File: src/umf_pkg.sv
package umf_pkg;
	// Register byte offsets on the controller side
	localparam logic [7:0] OFS_CTRL_STATUS_A = 8'h00;
	localparam logic [7:0] OFS_DATA_BUFFER = 8'h04;
	localparam logic [7:0] OFS_CTRL_B = 8'h08;
	localparam logic [7:0] OFS_BAUD = 8'h0C;
	localparam logic [7:0] OFS_IRQ_STATUS = 8'h10;
	localparam logic [7:0] OFS_IRQ_MASK = 8'h14;
	// serial_ctrl_status_a fields
	localparam int CA_FILTER = 0;
	localparam int CA_DOUBLE = 1;
	localparam int CA_FERR = 4;
	localparam int CA_TXEMPTY = 5;
	localparam int CA_TXC = 6;
	localparam int CA_RXC = 7;
	// Control B fields
	localparam int CB_TX_NINTH = 0;
	localparam int CB_RX_NINTH = 1;
	localparam int CB_TXEN = 3;
	localparam int CB_RXEN = 4;
	localparam int CB_SIZE = 5;
	localparam int CB_STOP2 = 8;
	// Interrupt status and mask bits
	localparam int IRQ_RX = 0;
	localparam int IRQ_TX = 1;
	localparam int IRQ_DROP = 2;
	localparam int IRQ_W = 3;
	// Reset values and the nine-bit size code
	localparam logic [2:0] SIZE_RST = 3'h3;
	localparam logic [11:0] BAUD_RST = 12'h000;
	localparam logic [2:0] SIZE_NINE = 3'h7;
	// Oversampling and majority-vote sample numbers
	localparam logic [4:0] SPB_NORMAL = 5'h10;
	localparam logic [4:0] SPB_DOUBLE = 5'h08;
	localparam logic [4:0] VOTE_FIRST_N = 5'h08;
	localparam logic [4:0] VOTE_FIRST_D = 5'h04;
	localparam logic [4:0] VOTE_MID_N = 5'h09;
	localparam logic [4:0] VOTE_MID_D = 5'h05;

	typedef enum logic [1:0] {
		ST_IDLE = 2'b00,
		ST_START = 2'b01,
		ST_DATA = 2'b10,
		ST_STOP = 2'b11
	} umf_rx_state_e;

	// Data bit count for a character size code; codes 4..6 fall back to 8
	function automatic logic [3:0] umf_nbits(input logic [2:0] cs);
		case (cs)
			3'h0: umf_nbits = 4'h5;
			3'h1: umf_nbits = 4'h6;
			3'h2: umf_nbits = 4'h7;
			3'h7: umf_nbits = 4'h9;
			default: umf_nbits = 4'h8;
		endcase
	endfunction
endpackage

File: src/umf_link_if.sv
`timescale 1ns/100ps
`default_nettype none
interface umf_link_if;
	logic m2s_line; // Master transmit line, idle high
	logic s2m_line; // Device transmit line, idle high
	modport dev (input m2s_line, output s2m_line);
	modport mst (output m2s_line, input s2m_line);
endinterface
`default_nettype wire

File: src/umf_dev_end.sv
`timescale 1ns/100ps
`default_nettype none
module umf_dev_end
	import umf_pkg::*;
(
	input wire logic pclk, // System clock
	input wire logic presetn, // Async reset, active low
	input wire logic psel, // APB select
	input wire logic penable, // APB access phase
	input wire logic pwrite, // APB write
	input wire logic [7:0] paddr, // APB byte address
	input wire logic [31:0] pwdata, // APB write data
	output logic [31:0] prdata, // APB read data
	output logic pready, // APB ready
	output logic pslverr, // APB error on unmapped address
	output logic irq, // Level interrupt
	umf_link_if.dev link // Serial link
);
	import umf_pkg::*;

	typedef struct packed {
		logic pready;
		logic [31:0] prdata;
		logic pslverr;
		logic filt;
		logic dbl;
		logic txc_flag;
		logic tx_ninth;
		logic txen;
		logic rxen;
		logic [2:0] size;
		logic stop2;
		logic [11:0] baud;
		logic rxfull;
		logic [8:0] rxbuf;
		logic rxfe;
		logic [IRQ_W-1:0] irq_st;
		logic [IRQ_W-1:0] irq_mask;
		logic irq;
		logic go;
		logic [8:0] txd;
	} umf_dev_s;

	umf_dev_s st_reg, st_next;
	logic tx_busy, tx_done, rx_done, rx_type, rx_ferr, s2m;
	logic [8:0] rx_data;
	logic acc, done, wr, rd, store, drop;
	logic [31:0] rdv;
	logic mapped;

	umf_bit_engine umf_bit_engine_i (
		.pclk(pclk),
		.presetn(presetn),
		.baud_divisor(st_reg.baud),
		.double_speed(st_reg.dbl),
		.char_size(st_reg.size),
		.two_stop(st_reg.stop2),
		.rx_enable(st_reg.rxen),
		.tx_enable(st_reg.txen),
		.rx_line(link.m2s_line),
		.tx_start(st_reg.go),
		.tx_data(st_reg.txd),
		.tx_mark(1'b0),
		.tx_type(1'b0),
		.tx_line(s2m),
		.tx_busy(tx_busy),
		.tx_done(tx_done),
		.rx_done(rx_done),
		.rx_data(rx_data),
		.rx_type(rx_type),
		.rx_ferr(rx_ferr)
	);

	always_comb begin
		st_next = st_reg;
		st_next.go = 1'b0;
		acc = psel && penable;
		done = acc && st_reg.pready;
		wr = done && pwrite;
		rd = done && !pwrite;
		// A data frame under the filter never reaches the buffer or receive flags; it sets only IRQ_DROP
		drop = rx_done && st_reg.filt && !rx_type;
		store = rx_done && !drop;
		rdv = 32'h0000_0000;
		mapped = 1'b1;
		case (paddr)
			OFS_CTRL_STATUS_A: begin
				rdv[CA_FILTER] = st_reg.filt;
				rdv[CA_DOUBLE] = st_reg.dbl;
				rdv[CA_FERR] = st_reg.rxfe;
				rdv[CA_TXEMPTY] = !tx_busy && !st_reg.go;
				rdv[CA_TXC] = st_reg.txc_flag;
				rdv[CA_RXC] = st_reg.rxfull;
			end
			OFS_DATA_BUFFER: rdv[7:0] = st_reg.rxbuf[7:0];
			OFS_CTRL_B: begin
				rdv[CB_TX_NINTH] = st_reg.tx_ninth;
				rdv[CB_RX_NINTH] = st_reg.rxbuf[8];
				rdv[CB_TXEN] = st_reg.txen;
				rdv[CB_RXEN] = st_reg.rxen;
				rdv[CB_SIZE +: 3] = st_reg.size;
				rdv[CB_STOP2] = st_reg.stop2;
			end
			OFS_BAUD: rdv[11:0] = st_reg.baud;
			OFS_IRQ_STATUS: rdv[IRQ_W-1:0] = st_reg.irq_st;
			OFS_IRQ_MASK: rdv[IRQ_W-1:0] = st_reg.irq_mask;
			default: mapped = 1'b0;
		endcase
		// One wait state: answer registered the cycle after access starts
		if (acc && !st_reg.pready) begin
			st_next.pready = 1'b1;
			st_next.prdata = rdv;
			st_next.pslverr = !mapped;
		end else begin
			st_next.pready = 1'b0;
			st_next.prdata = 32'h0000_0000;
			st_next.pslverr = 1'b0;
		end
		if (wr) begin
			case (paddr)
				OFS_CTRL_STATUS_A: begin
					// Writing one to the tx flag clears it, so a
					// read-modify-write of the filter bit loses that flag
					st_next.filt = pwdata[CA_FILTER];
					st_next.dbl = pwdata[CA_DOUBLE];
					if (pwdata[CA_TXC]) begin
						st_next.txc_flag = 1'b0;
					end
				end
				OFS_DATA_BUFFER: begin
					// Write while a frame is pending is ignored
					if (!tx_busy && !st_reg.go) begin
						st_next.go = 1'b1;
						st_next.txd = {st_reg.tx_ninth, pwdata[7:0]};
					end
				end
				OFS_CTRL_B: begin
					st_next.tx_ninth = pwdata[CB_TX_NINTH];
					st_next.txen = pwdata[CB_TXEN];
					st_next.rxen = pwdata[CB_RXEN];
					st_next.size = pwdata[CB_SIZE +: 3];
					st_next.stop2 = pwdata[CB_STOP2];
					if (!pwdata[CB_RXEN]) begin
						st_next.rxfull = 1'b0;
						st_next.rxfe = 1'b0;
					end
				end
				OFS_BAUD: st_next.baud = pwdata[11:0];
				OFS_IRQ_STATUS: st_next.irq_st = st_reg.irq_st & ~pwdata[IRQ_W-1:0];
				OFS_IRQ_MASK: st_next.irq_mask = pwdata[IRQ_W-1:0];
				default: st_next.baud = st_reg.baud;
			endcase
		end
		if (rd && paddr == OFS_DATA_BUFFER) begin
			st_next.rxfull = 1'b0;
		end
		// Hardware sets come last so they win over a same-cycle clear
		if (store && st_reg.rxen) begin
			st_next.rxfull = 1'b1;
			st_next.rxbuf = rx_data;
			st_next.rxfe = rx_ferr;
			st_next.irq_st[IRQ_RX] = 1'b1;
		end
		if (drop) begin
			st_next.irq_st[IRQ_DROP] = 1'b1;
		end
		if (tx_done) begin
			st_next.txc_flag = 1'b1;
			st_next.irq_st[IRQ_TX] = 1'b1;
		end
		st_next.irq = |(st_next.irq_st & st_next.irq_mask);
	end

	always_ff @(posedge pclk or negedge presetn) begin
		if (!presetn) begin
			st_reg <= '0;
			st_reg.size <= SIZE_RST;
			st_reg.baud <= BAUD_RST;
		end else begin
			st_reg <= st_next;
		end
	end

	assign prdata = st_reg.prdata;
	assign pready = st_reg.pready;
	assign pslverr = st_reg.pslverr;
	assign irq = st_reg.irq;
	assign link.s2m_line = s2m;
endmodule
`default_nettype wire

File: src/umf_bit_engine.sv
`timescale 1ns/100ps
`default_nettype none
module umf_bit_engine
	import umf_pkg::*;
(
	input wire logic pclk, // System clock
	input wire logic presetn, // Async reset, active low
	input wire logic [11:0] baud_divisor, // Sample tick every divisor+1 clocks
	input wire logic double_speed, // 8 samples per bit instead of 16
	input wire logic [2:0] char_size, // Shared character size code
	input wire logic two_stop, // Send two stop bits
	input wire logic rx_enable, // Receiver on
	input wire logic tx_enable, // Transmitter on
	input wire logic rx_line, // Serial input
	input wire logic tx_start, // Pulse: send tx_data
	input wire logic [8:0] tx_data, // Character, bit 8 is the ninth bit
	input wire logic tx_mark, // Insert type bit after 5..8 data bits
	input wire logic tx_type, // Type bit value when tx_mark set
	output logic tx_line, // Serial output
	output logic tx_busy, // Frame in progress
	output logic tx_done, // Pulse at end of frame
	output logic rx_done, // Pulse: frame received
	output logic [8:0] rx_data, // Received character, upper bits zero
	output logic rx_type, // Frame-type bit
	output logic rx_ferr // First stop bit read as zero
);
	import umf_pkg::*;

	typedef struct packed {
		logic [11:0] div;
		umf_rx_state_e rxs;
		logic [4:0] rx_complete_flag;
		logic [3:0] rxn;
		logic [1:0] vote;
		logic [8:0] rsh;
		logic rprev;
		logic rdone;
		logic [8:0] rdata;
		logic rtype;
		logic rferr;
		logic tbusy;
		logic [4:0] tx_complete_flag;
		logic [3:0] txn;
		logic [11:0] tsh;
		logic tline;
		logic tdone;
	} umf_core_s;

	umf_core_s st_reg, st_next;
	logic tick, bitv;
	logic [3:0] nb;
	logic [4:0] spb, vf, vm;
	logic [11:0] frame;
	logic [3:0] flen;

	always_comb begin
		st_next = st_reg;
		tick = (st_reg.div == 12'h000);
		nb = umf_nbits(char_size);
		spb = double_speed ? SPB_DOUBLE : SPB_NORMAL;
		vf = double_speed ? VOTE_FIRST_D : VOTE_FIRST_N;
		vm = double_speed ? VOTE_MID_D : VOTE_MID_N;
		bitv = (st_reg.vote == 2'h2) || (st_reg.vote == 2'h1 && rx_line);
		frame = '1;
		frame[0] = 1'b0;
		for (int i = 0; i < 9; i++) begin
			if (4'(i) < nb) begin
				frame[i + 1] = tx_data[i];
			end
		end
		if (tx_mark && nb != 4'h9) begin
			frame[nb + 4'h1] = tx_type;
		end
		flen = nb + (two_stop ? 4'h3 : 4'h2);
		st_next.rdone = 1'b0;
		st_next.tdone = 1'b0;
		st_next.div = tick ? baud_divisor : st_reg.div - 12'h001;
		if (!rx_enable) begin
			st_next.rxs = ST_IDLE;
		end else if (tick) begin
			st_next.rprev = rx_line;
			if (st_reg.rxs == ST_IDLE) begin
				if (st_reg.rprev && !rx_line) begin
					st_next.rxs = ST_START;
					// The detecting tick is sample one, the next is two
					st_next.rx_complete_flag = 5'h02;
					st_next.vote = 2'h0;
				end
			end else begin
				st_next.rx_complete_flag = (st_reg.rx_complete_flag == spb) ? 5'h01 : st_reg.rx_complete_flag + 5'h01;
				if (st_reg.rx_complete_flag == vf || st_reg.rx_complete_flag == vm) begin
					st_next.vote = st_reg.vote + {1'b0, rx_line};
				end
				if (st_reg.rx_complete_flag == vm + 5'h01) begin
					st_next.vote = 2'h0;
					case (st_reg.rxs)
						ST_START: begin
							if (bitv) begin
								st_next.rxs = ST_IDLE;
							end
							st_next.rxn = 4'h0;
						end
						ST_DATA: begin
							st_next.rsh = {bitv, st_reg.rsh[8:1]};
							st_next.rxn = st_reg.rxn + 4'h1;
						end
						ST_STOP: begin
							// Only the first stop bit is used; next start may follow
							st_next.rxs = ST_IDLE;
							st_next.rdone = 1'b1;
							st_next.rdata = 9'(st_reg.rsh >> (4'h9 - nb));
							st_next.rferr = !bitv;
							st_next.rtype = (nb == 4'h9) ? st_reg.rsh[8] : bitv;
						end
						default: st_next.rxs = ST_IDLE;
					endcase
				end
				if (st_reg.rx_complete_flag == spb && st_reg.rxs == ST_START) begin
					st_next.rxs = ST_DATA;
				end
				if (st_reg.rx_complete_flag == spb && st_reg.rxs == ST_DATA && st_reg.rxn == nb) begin
					st_next.rxs = ST_STOP;
				end
			end
		end
		// Transmit path sees no filter input at all
		if (!st_reg.tbusy) begin
			st_next.tline = 1'b1;
			if (tx_start && tx_enable) begin
				st_next.tbusy = 1'b1;
				st_next.tx_complete_flag = 5'h01;
				st_next.tsh = frame;
				st_next.txn = flen;
				st_next.tline = frame[0];
			end
		end else if (tick) begin
			if (st_reg.tx_complete_flag == spb) begin
				st_next.tx_complete_flag = 5'h01;
				st_next.tsh = {1'b1, st_reg.tsh[11:1]};
				st_next.txn = st_reg.txn - 4'h1;
				st_next.tline = st_reg.tsh[1];
				if (st_reg.txn == 4'h1) begin
					st_next.tbusy = 1'b0;
					st_next.tdone = 1'b1;
					st_next.tline = 1'b1;
				end
			end else begin
				st_next.tx_complete_flag = st_reg.tx_complete_flag + 5'h01;
			end
		end
	end

	always_ff @(posedge pclk or negedge presetn) begin
		if (!presetn) begin
			st_reg <= '0;
			st_reg.rxs <= ST_IDLE;
			st_reg.rprev <= 1'b1;
			st_reg.tline <= 1'b1;
			st_reg.tsh <= 12'hFFF;
		end else begin
			st_reg <= st_next;
		end
	end

	assign tx_line = st_reg.tline;
	assign tx_busy = st_reg.tbusy;
	assign tx_done = st_reg.tdone;
	assign rx_done = st_reg.rdone;
	assign rx_data = st_reg.rdata;
	assign rx_type = st_reg.rtype;
	assign rx_ferr = st_reg.rferr;
endmodule
`default_nettype wire

File: src/flat_wrapper.sv
// flat-port wrapper written by rule: the top's interface ports become plain ports
module umf_dev_end_flat import umf_pkg::*;
  (pclk, presetn, psel, penable, pwrite, paddr, pwdata, prdata, pready, pslverr, irq, link_m2s_line, link_s2m_line);
  umf_link_if link_i ();
  input wire logic pclk;
  input wire logic presetn;
  input wire logic psel;
  input wire logic penable;
  input wire logic pwrite;
  input wire logic [7:0] paddr;
  input wire logic [31:0] pwdata;
  output logic [31:0] prdata;
  output logic pready;
  output logic pslverr;
  output logic irq;
  input wire logic [$bits(link_i.m2s_line)-1:0] link_m2s_line;
  output wire logic [$bits(link_i.s2m_line)-1:0] link_s2m_line;
  assign link_i.m2s_line = link_m2s_line;
  assign link_s2m_line = link_i.s2m_line;
  umf_dev_end u_core (.pclk(pclk), .presetn(presetn), .psel(psel), .penable(penable), .pwrite(pwrite), .paddr(paddr), .pwdata(pwdata), .prdata(prdata), .pready(pready), .pslverr(pslverr), .irq(irq), .link(link_i));
endmodule
File: config.mk
export PLATFORM = sky130hd
export DESIGN_NAME = umf_dev_end_flat
export DESIGN_NICKNAME = d
export VERILOG_FILES = /design/src/umf_pkg.sv /design/src/umf_link_if.sv /design/src/umf_dev_end.sv /design/src/umf_bit_engine.sv /design/src/flat_wrapper.sv
export SDC_FILE = /design/constraint.sdc
export NUM_CORES = 1
export LEC_CHECK = 0
export ABC_CLOCK_PERIOD_IN_PS = 5300
export BUFFER_PORTS_ARGS = -buffer_cell sky130_fd_sc_hd__buf_2
export CELL_PAD_IN_SITES_DETAIL_PLACEMENT = 0
export CELL_PAD_IN_SITES_GLOBAL_PLACEMENT = 1
export CORE_MARGIN = 2
export CORE_UTILIZATION = 40
export DETAILED_ROUTE_END_ITERATION = 16
export PLACE_DENSITY = 0.76
export SETUP_SLACK_MARGIN = 0.3
export SKIP_LAST_GASP = 1
export SLEW_MARGIN = 25
export SYNTH_ARGS = -nofsm -noshare
export SYNTH_HDL_FRONTEND = slang
export SYNTH_SLANG_ARGS = --single-unit
export TNS_END_PERCENT = 20
File: constraint.sdc
create_clock -name pclk -period 5.3 [get_ports pclk]
set_input_delay 1.06 -clock pclk [delete_from_list [all_inputs] [get_ports pclk]]
set_output_delay 1.06 -clock pclk [all_outputs]
set_load 0.02 [all_outputs]
# --- After elaboration in Yosys (flattened, before gate mapping) ---
# Index checks and enable logic that the tools add are counted.
totals:
  in_bits: 46
  n_memories: 0
  rom_bits: 0
  wordCells: 226
  ramBits: 0
  regBits: 155
  out_inout_bits: 36
  latch_bits: 0
classes:
  n_div: 0
  multipliers: 0
  add_sub_neg: 9
  n_eq_ne: 31
  bitwise_logic: 4
  shift: 1
  mux: 74
  reduce_logical: 61
  n_lt_le_gt_ge: 9
op_table:
  columns: ["op", "count"]
  rows:
  - ["$mux W12", 6]
  - ["$mux W23", 2]
  - ["$mux W35", 1]
  - ["$mux W34", 1]
  - ["$pmux W4 S4", 2]
  - ["$mux W10", 3]
  - ["$mux W7", 4]
  - ["$mux W1", 24]
  - ["$mux W24", 1]
  - ["$mux W21", 1]
  - ["$reduce_and A5 Y1", 4]
  - ["$mux W18", 1]
  - ["$mux W2", 9]
  - ["$mux W9", 2]
  - ["$reduce_and A3 Y1", 6]
  - ["$logic_and A1 B1 Y1", 17]
  - ["$eq A8 B4 Y1 const B", 2]
  - ["$eq A8 B5 Y1 const B", 2]
  - ["$lt A3 B4 Y1 const A", 4]
  - ["$eq A5 B5 Y1", 3]
  - ["$mux W15", 1]
  - ["$mux W5", 3]
  - ["$reduce_bool A2 Y1", 7]
  - ["$logic_not A12 Y1", 1]
  - ["other kinds (50)", 82]

# --- Logic depth before layout (Yosys ltp) ---
depth:
  depth_word: 11
  mapped_depth: 10
  ltp_nobuf: 8

# --- Cells and area by module ---
# A second synthesis with hierarchy kept.
hier_totals:
  cells_unflattened: 714
  area_unflattened_um2: 7305.8
by_module_without_submodules:
  columns: ["mod", "seq_area_each_um2", "n_inst", "cells_per_inst", "area_per_inst_um2"]
  rows:
  - ["umf_bit_engine", 1767.9, 1, 457, 4274.1]
  - ["umf_dev_end", 1604.0, 1, 257, 3031.7]

# --- Worst setup path after synthesis ---
# No wires, ideal clock.
synth_timing:
  path_kind: "input-to-reg"
  start: "in paddr[5]"
  end: "reg u_core.st_reg[0] (netlist bit)"
  arrival_ps: 2780
  setup_slack_ps: 2395
  setup_time_ps: 125
  path_stages: 4
  path_buffers: 0
  cell_sequence: "or4_1 nor4_2 nand4_1 mux2_2"
synth_via:
  elab_chain_cells: 2
synth_lines:
  columns: ["item", "line_no", "text"]
  rows:
  - ["start: declaration", "flat_wrapper.sv:10", "input wire logic [7:0] paddr;"]
  - ["$eq A8 B3 Y1", "umf_dev_end.sv:120", "case (paddr)"]
  - ["$reduce_and A3 Y1 (no line)", null, null]
  - ["end signal: assignment", "umf_dev_end.sv:180", "st_reg <= st_next;"]
  - ["end: declaration", "umf_dev_end.sv:44", "umf_dev_s st_reg, st_next;"]
# No other way between the ends.
# A chain may end at the register's enable or synchronous reset.

# --- Worst setup path after layout ---
layout_timing:
  start: "reg u_core.umf_bit_engine_i.st_reg[59] (netlist bit)"
  end: "reg u_core.umf_bit_engine_i.st_reg[16] (netlist bit)"
layout_via:
  elab_chain_cells: 3
layout_lines:
  columns: ["item", "line_no", "text"]
  rows:
  - ["start: declaration", "umf_bit_engine.sv:49", "umf_core_s st_reg, st_next;"]
  - ["start signal: assignment", "umf_bit_engine.sv:161", "st_reg <= st_next;"]
  - ["$logic_not A12 Y1", "umf_bit_engine.sv:58", "tick = (st_reg.div == 12'h000);"]
  - ["$ne A2 B1 Y1 (no line)", null, null]
  - ["$reduce_and A3 Y1 (no line)", null, null]
# No other way between the ends.

==> impl_metrics.toml <==
[clocking]
cts_resized = 0
tritoncts = "yes"
ctsHoldBuffers = 0
cts.clk_slew.worst_paths_ns = 0.06
clk_path_buf_depth = 2
clk_latency_ns = 0.43
htreeDepth = 4
cts_buffers = 17
root_buffer = "clkbuf_16"
post-cts-setup-buffers = 0
clock_sinks = 134

[cells_and_area]
areaGrowthSynthToFinish_pct = 11.1
n_antenna_cell = 0
final_cell_count_no_fill = 970
largest_register_ffs = 55
final_nets = 794
fillerInstances = 1684
drive_gt1_frac = 0.244

[sta]
worstMarginPinSlew_ns = 1.01
rsz0062_at_grt = "false"
setup_ws_ns = 2.18
worst_clock_skew_ns = 0.0113
hold_violations = 0
slew_headroom = 0.318
slew_viol_final = 0
whs_ns = 0.459
setup_viol = 0
period_needed_ns = 3.12
max_freq_mhz = 321
period_share = 0.589
tns_ns = 0

[setup_path]
arrival_ns = 3.42
cp_slowest_cell = "or4b_1"
cp_cell_sequence = "inv_1, ha_1, or4b_1, nor4_4, and3_1, a32oi_1, o311ai_0"
cp-start-kind = "register"
cpLargestDelayFamily = "simple AND/OR/NAND/NOR gates"
critPathKind = "reg -> reg"
crit_start = "u_core.umf_bit_engine_i.st_reg[59]$_DFF_PN0_"
cp_num_buf_inv = 1
endpoint_kind = "register"
max_stage_delay_ns = 0.70
required_ns = 5.60
cp_max_fo = 14
worstReg2RegStart = "u_core.umf_bit_engine_i.st_reg[59]$_DFF_PN0_"

[global_route]
grt_antenna_before_repair = 0
grt_overflow = 0
grt_pass1_vias = 5384
grt_pass1_wl_um = 27500
grt_usage = 0.177
grt_max_degree = 97

[synth]
synth_ff_type = "dfrtp_1"
synth_area_um2 = 7280
synth.distinct_cells = 71
synth.top_cells.by_count = "dfrtp_1, nand2_1, mux2_2"
syn_inst = 713
synthArstFlopShare = 1.00
ys_ff_latch = 134
synth_area_leader_cell = "dfrtp_1"
synth.area.top_cells = "dfrtp_1, mux2_2, dfstp_2"
postSynthAreaPerCell_um2 = 10.2
netlist.area_leader.share = 0.409
yosys_warnings = 0
yosysSeqAreaShare = 0.463
synth.most_common_cell = "dfrtp_1"
synth-edff-count = 0

[job]
maxCapViolCount = 0

[power]
intPower_uw = 1880
power.leakage_uw = 0.00371
clock_power_share = 0.468
p_per_area_nw_per_um2 = 312
p_switching_uw = 639
switching_share = 0.253
peakVddDrop_mv = 0.256
power.total_uw = 2520
power_frac_comb = 0.088
p_seq_frac = 0.444

[floorplan]
core_um2 = 17900
dieHeight_um = 139
rows = 49
initial_core_util = 0.407
die_area_um2 = 19300
ioPinCount = 82
die_w_um = 139

[route]
drtIter0Drc = 366
ant_nets = 0
post_drt_wl_per_cell_um = 17.0
wl_um = 16500
vias = 5379
routed_via_density = 5.55
firstDrtPassIters = 5
drc_errors = 0

[placed_design]
io_buffers = 41
pre_cts_slack_ns = 1.77
place_inst = 938
place_hpwl_um = 11700
gpl.final_weighted_congestion = 0.813

[worst_hold_path]
hold_path_class = "reg -> reg"
worstHoldStart = "u_core.umf_bit_engine_i.st_reg[7]$_DFFE_PN1P_"

[outcome]
outcome = "completed"
==> cell usage in the layout (no fill, tap or decap), types with 5 or more instances in the layout <==
cell type  netlist  layout
o211ai_1         5       5
nor3_1          17      17
or2_2            7       7
a22oi_1          9       9
nand2_1         69      69
dfstp_2         15      15
ha_1            20      20
and2_1           5       5
nand4_1          5       5
a21oi_1         22      22
nand3b_1         7       7
nor2_1          40      40
nor3b_1          5       5
clkbuf_16        0      17
conb_1           1      20
xnor2_1          9       9
buf_2            4      40
mux2i_1         12      12
nor2b_1          9       9
mux2_2          60      60
nand3_1         34      34
dfrtp_1        119     119
o21ai_0         40      40
or3b_2           6       6
inv_1           27      27
o31ai_1          5       5
mux4_2           5       5
nand2b_1        13      13
and3_1           7       7
==> power groups by stage <==
stage	logic, uW	clock network, uW	registers [uW]
floorplan	164	0	1130
global placement	211	0	1130
detailed placement	221	0	1140
CTS	224	1200	1120
global route	251	1240	1130
finish	222	1180	1120
==> final cells by class <==
type | instances | area [um^2] | area share
inverter | 27 | 101 | 0.0125
clock buffer | 21 | 470 | 0.0582
sequential | 134 | 3370 | 0.417
clock inverter | 11 | 125 | 0.0155
timing repair buffer | 43 | 226 | 0.0280
tap | 229 | 287 | 0.0354
multi-input combinational | 505 | 3500 | 0.433
==> final timing paths <==
| path | endpoint | slack [ns] | depth (start not counted) |
|---|---|---|---|
| max | u_core.umf_bit_engine_i.st_reg[16]$_DFFE_PN0P_ | 2.18 | 7 |
| min | u_core.umf_bit_engine_i.st_reg[7]$_DFFE_PN1P_ | 0.46 | 2 |
| max reg2reg | u_core.umf_bit_engine_i.st_reg[16]$_DFFE_PN0P_ | 2.18 | 7 |
| min reg2reg | u_core.umf_bit_engine_i.st_reg[7]$_DFFE_PN1P_ | 0.46 | 2 |
| max in group asynchronous | u_core.umf_bit_engine_i.st_reg[11]$_DFFE_PN1P_ | 3.49 | 2 |
| min in group asynchronous | u_core.st_reg[11]$_DFF_PN0_ | 0.71 | 1 |
==> routing by layer <==
layer | global-route usage | wire length (um)
met1 | 0.236 | 7650
met2 | 0.288 | 8000
met3 | 0.0328 | 544
met4 | 0.0696 | 278
met5 | 0 | 0
==> worst min-delay path, stage by stage, from the launching register on <==
cell and delay, ns:
dfstp_2 0.37, nand2_1 0.05, nand2_1 0.04
==> metrics by stage <==
step / cell area (um^2) / utilization
floorplan: 7350 / -
global placement: 7480 / 0.418
detailed placement: 7490 / 0.418
CTS: 8080 / 0.452
global route: 8080 / 0.452
finish: 8080 / 0.452
==> logic make-up (layout without fill, tap and decap cells) <==
kind of cell	after synthesis	count (layout)	share of synthesized area
muxes	77	77	0.125
xor gates and xnor gates	13	13	0.0156
DFF	134	134	0.463
buffers and inverters	93	102	0.0662
other	1	20	0.000515
AOI/OAI and AO/OA	132	132	0.121
and+or+nand+nor	243	243	0.175
adders and majority gates	20	20	0.0344
Note: power is estimated with default switching activity, not from simulation.
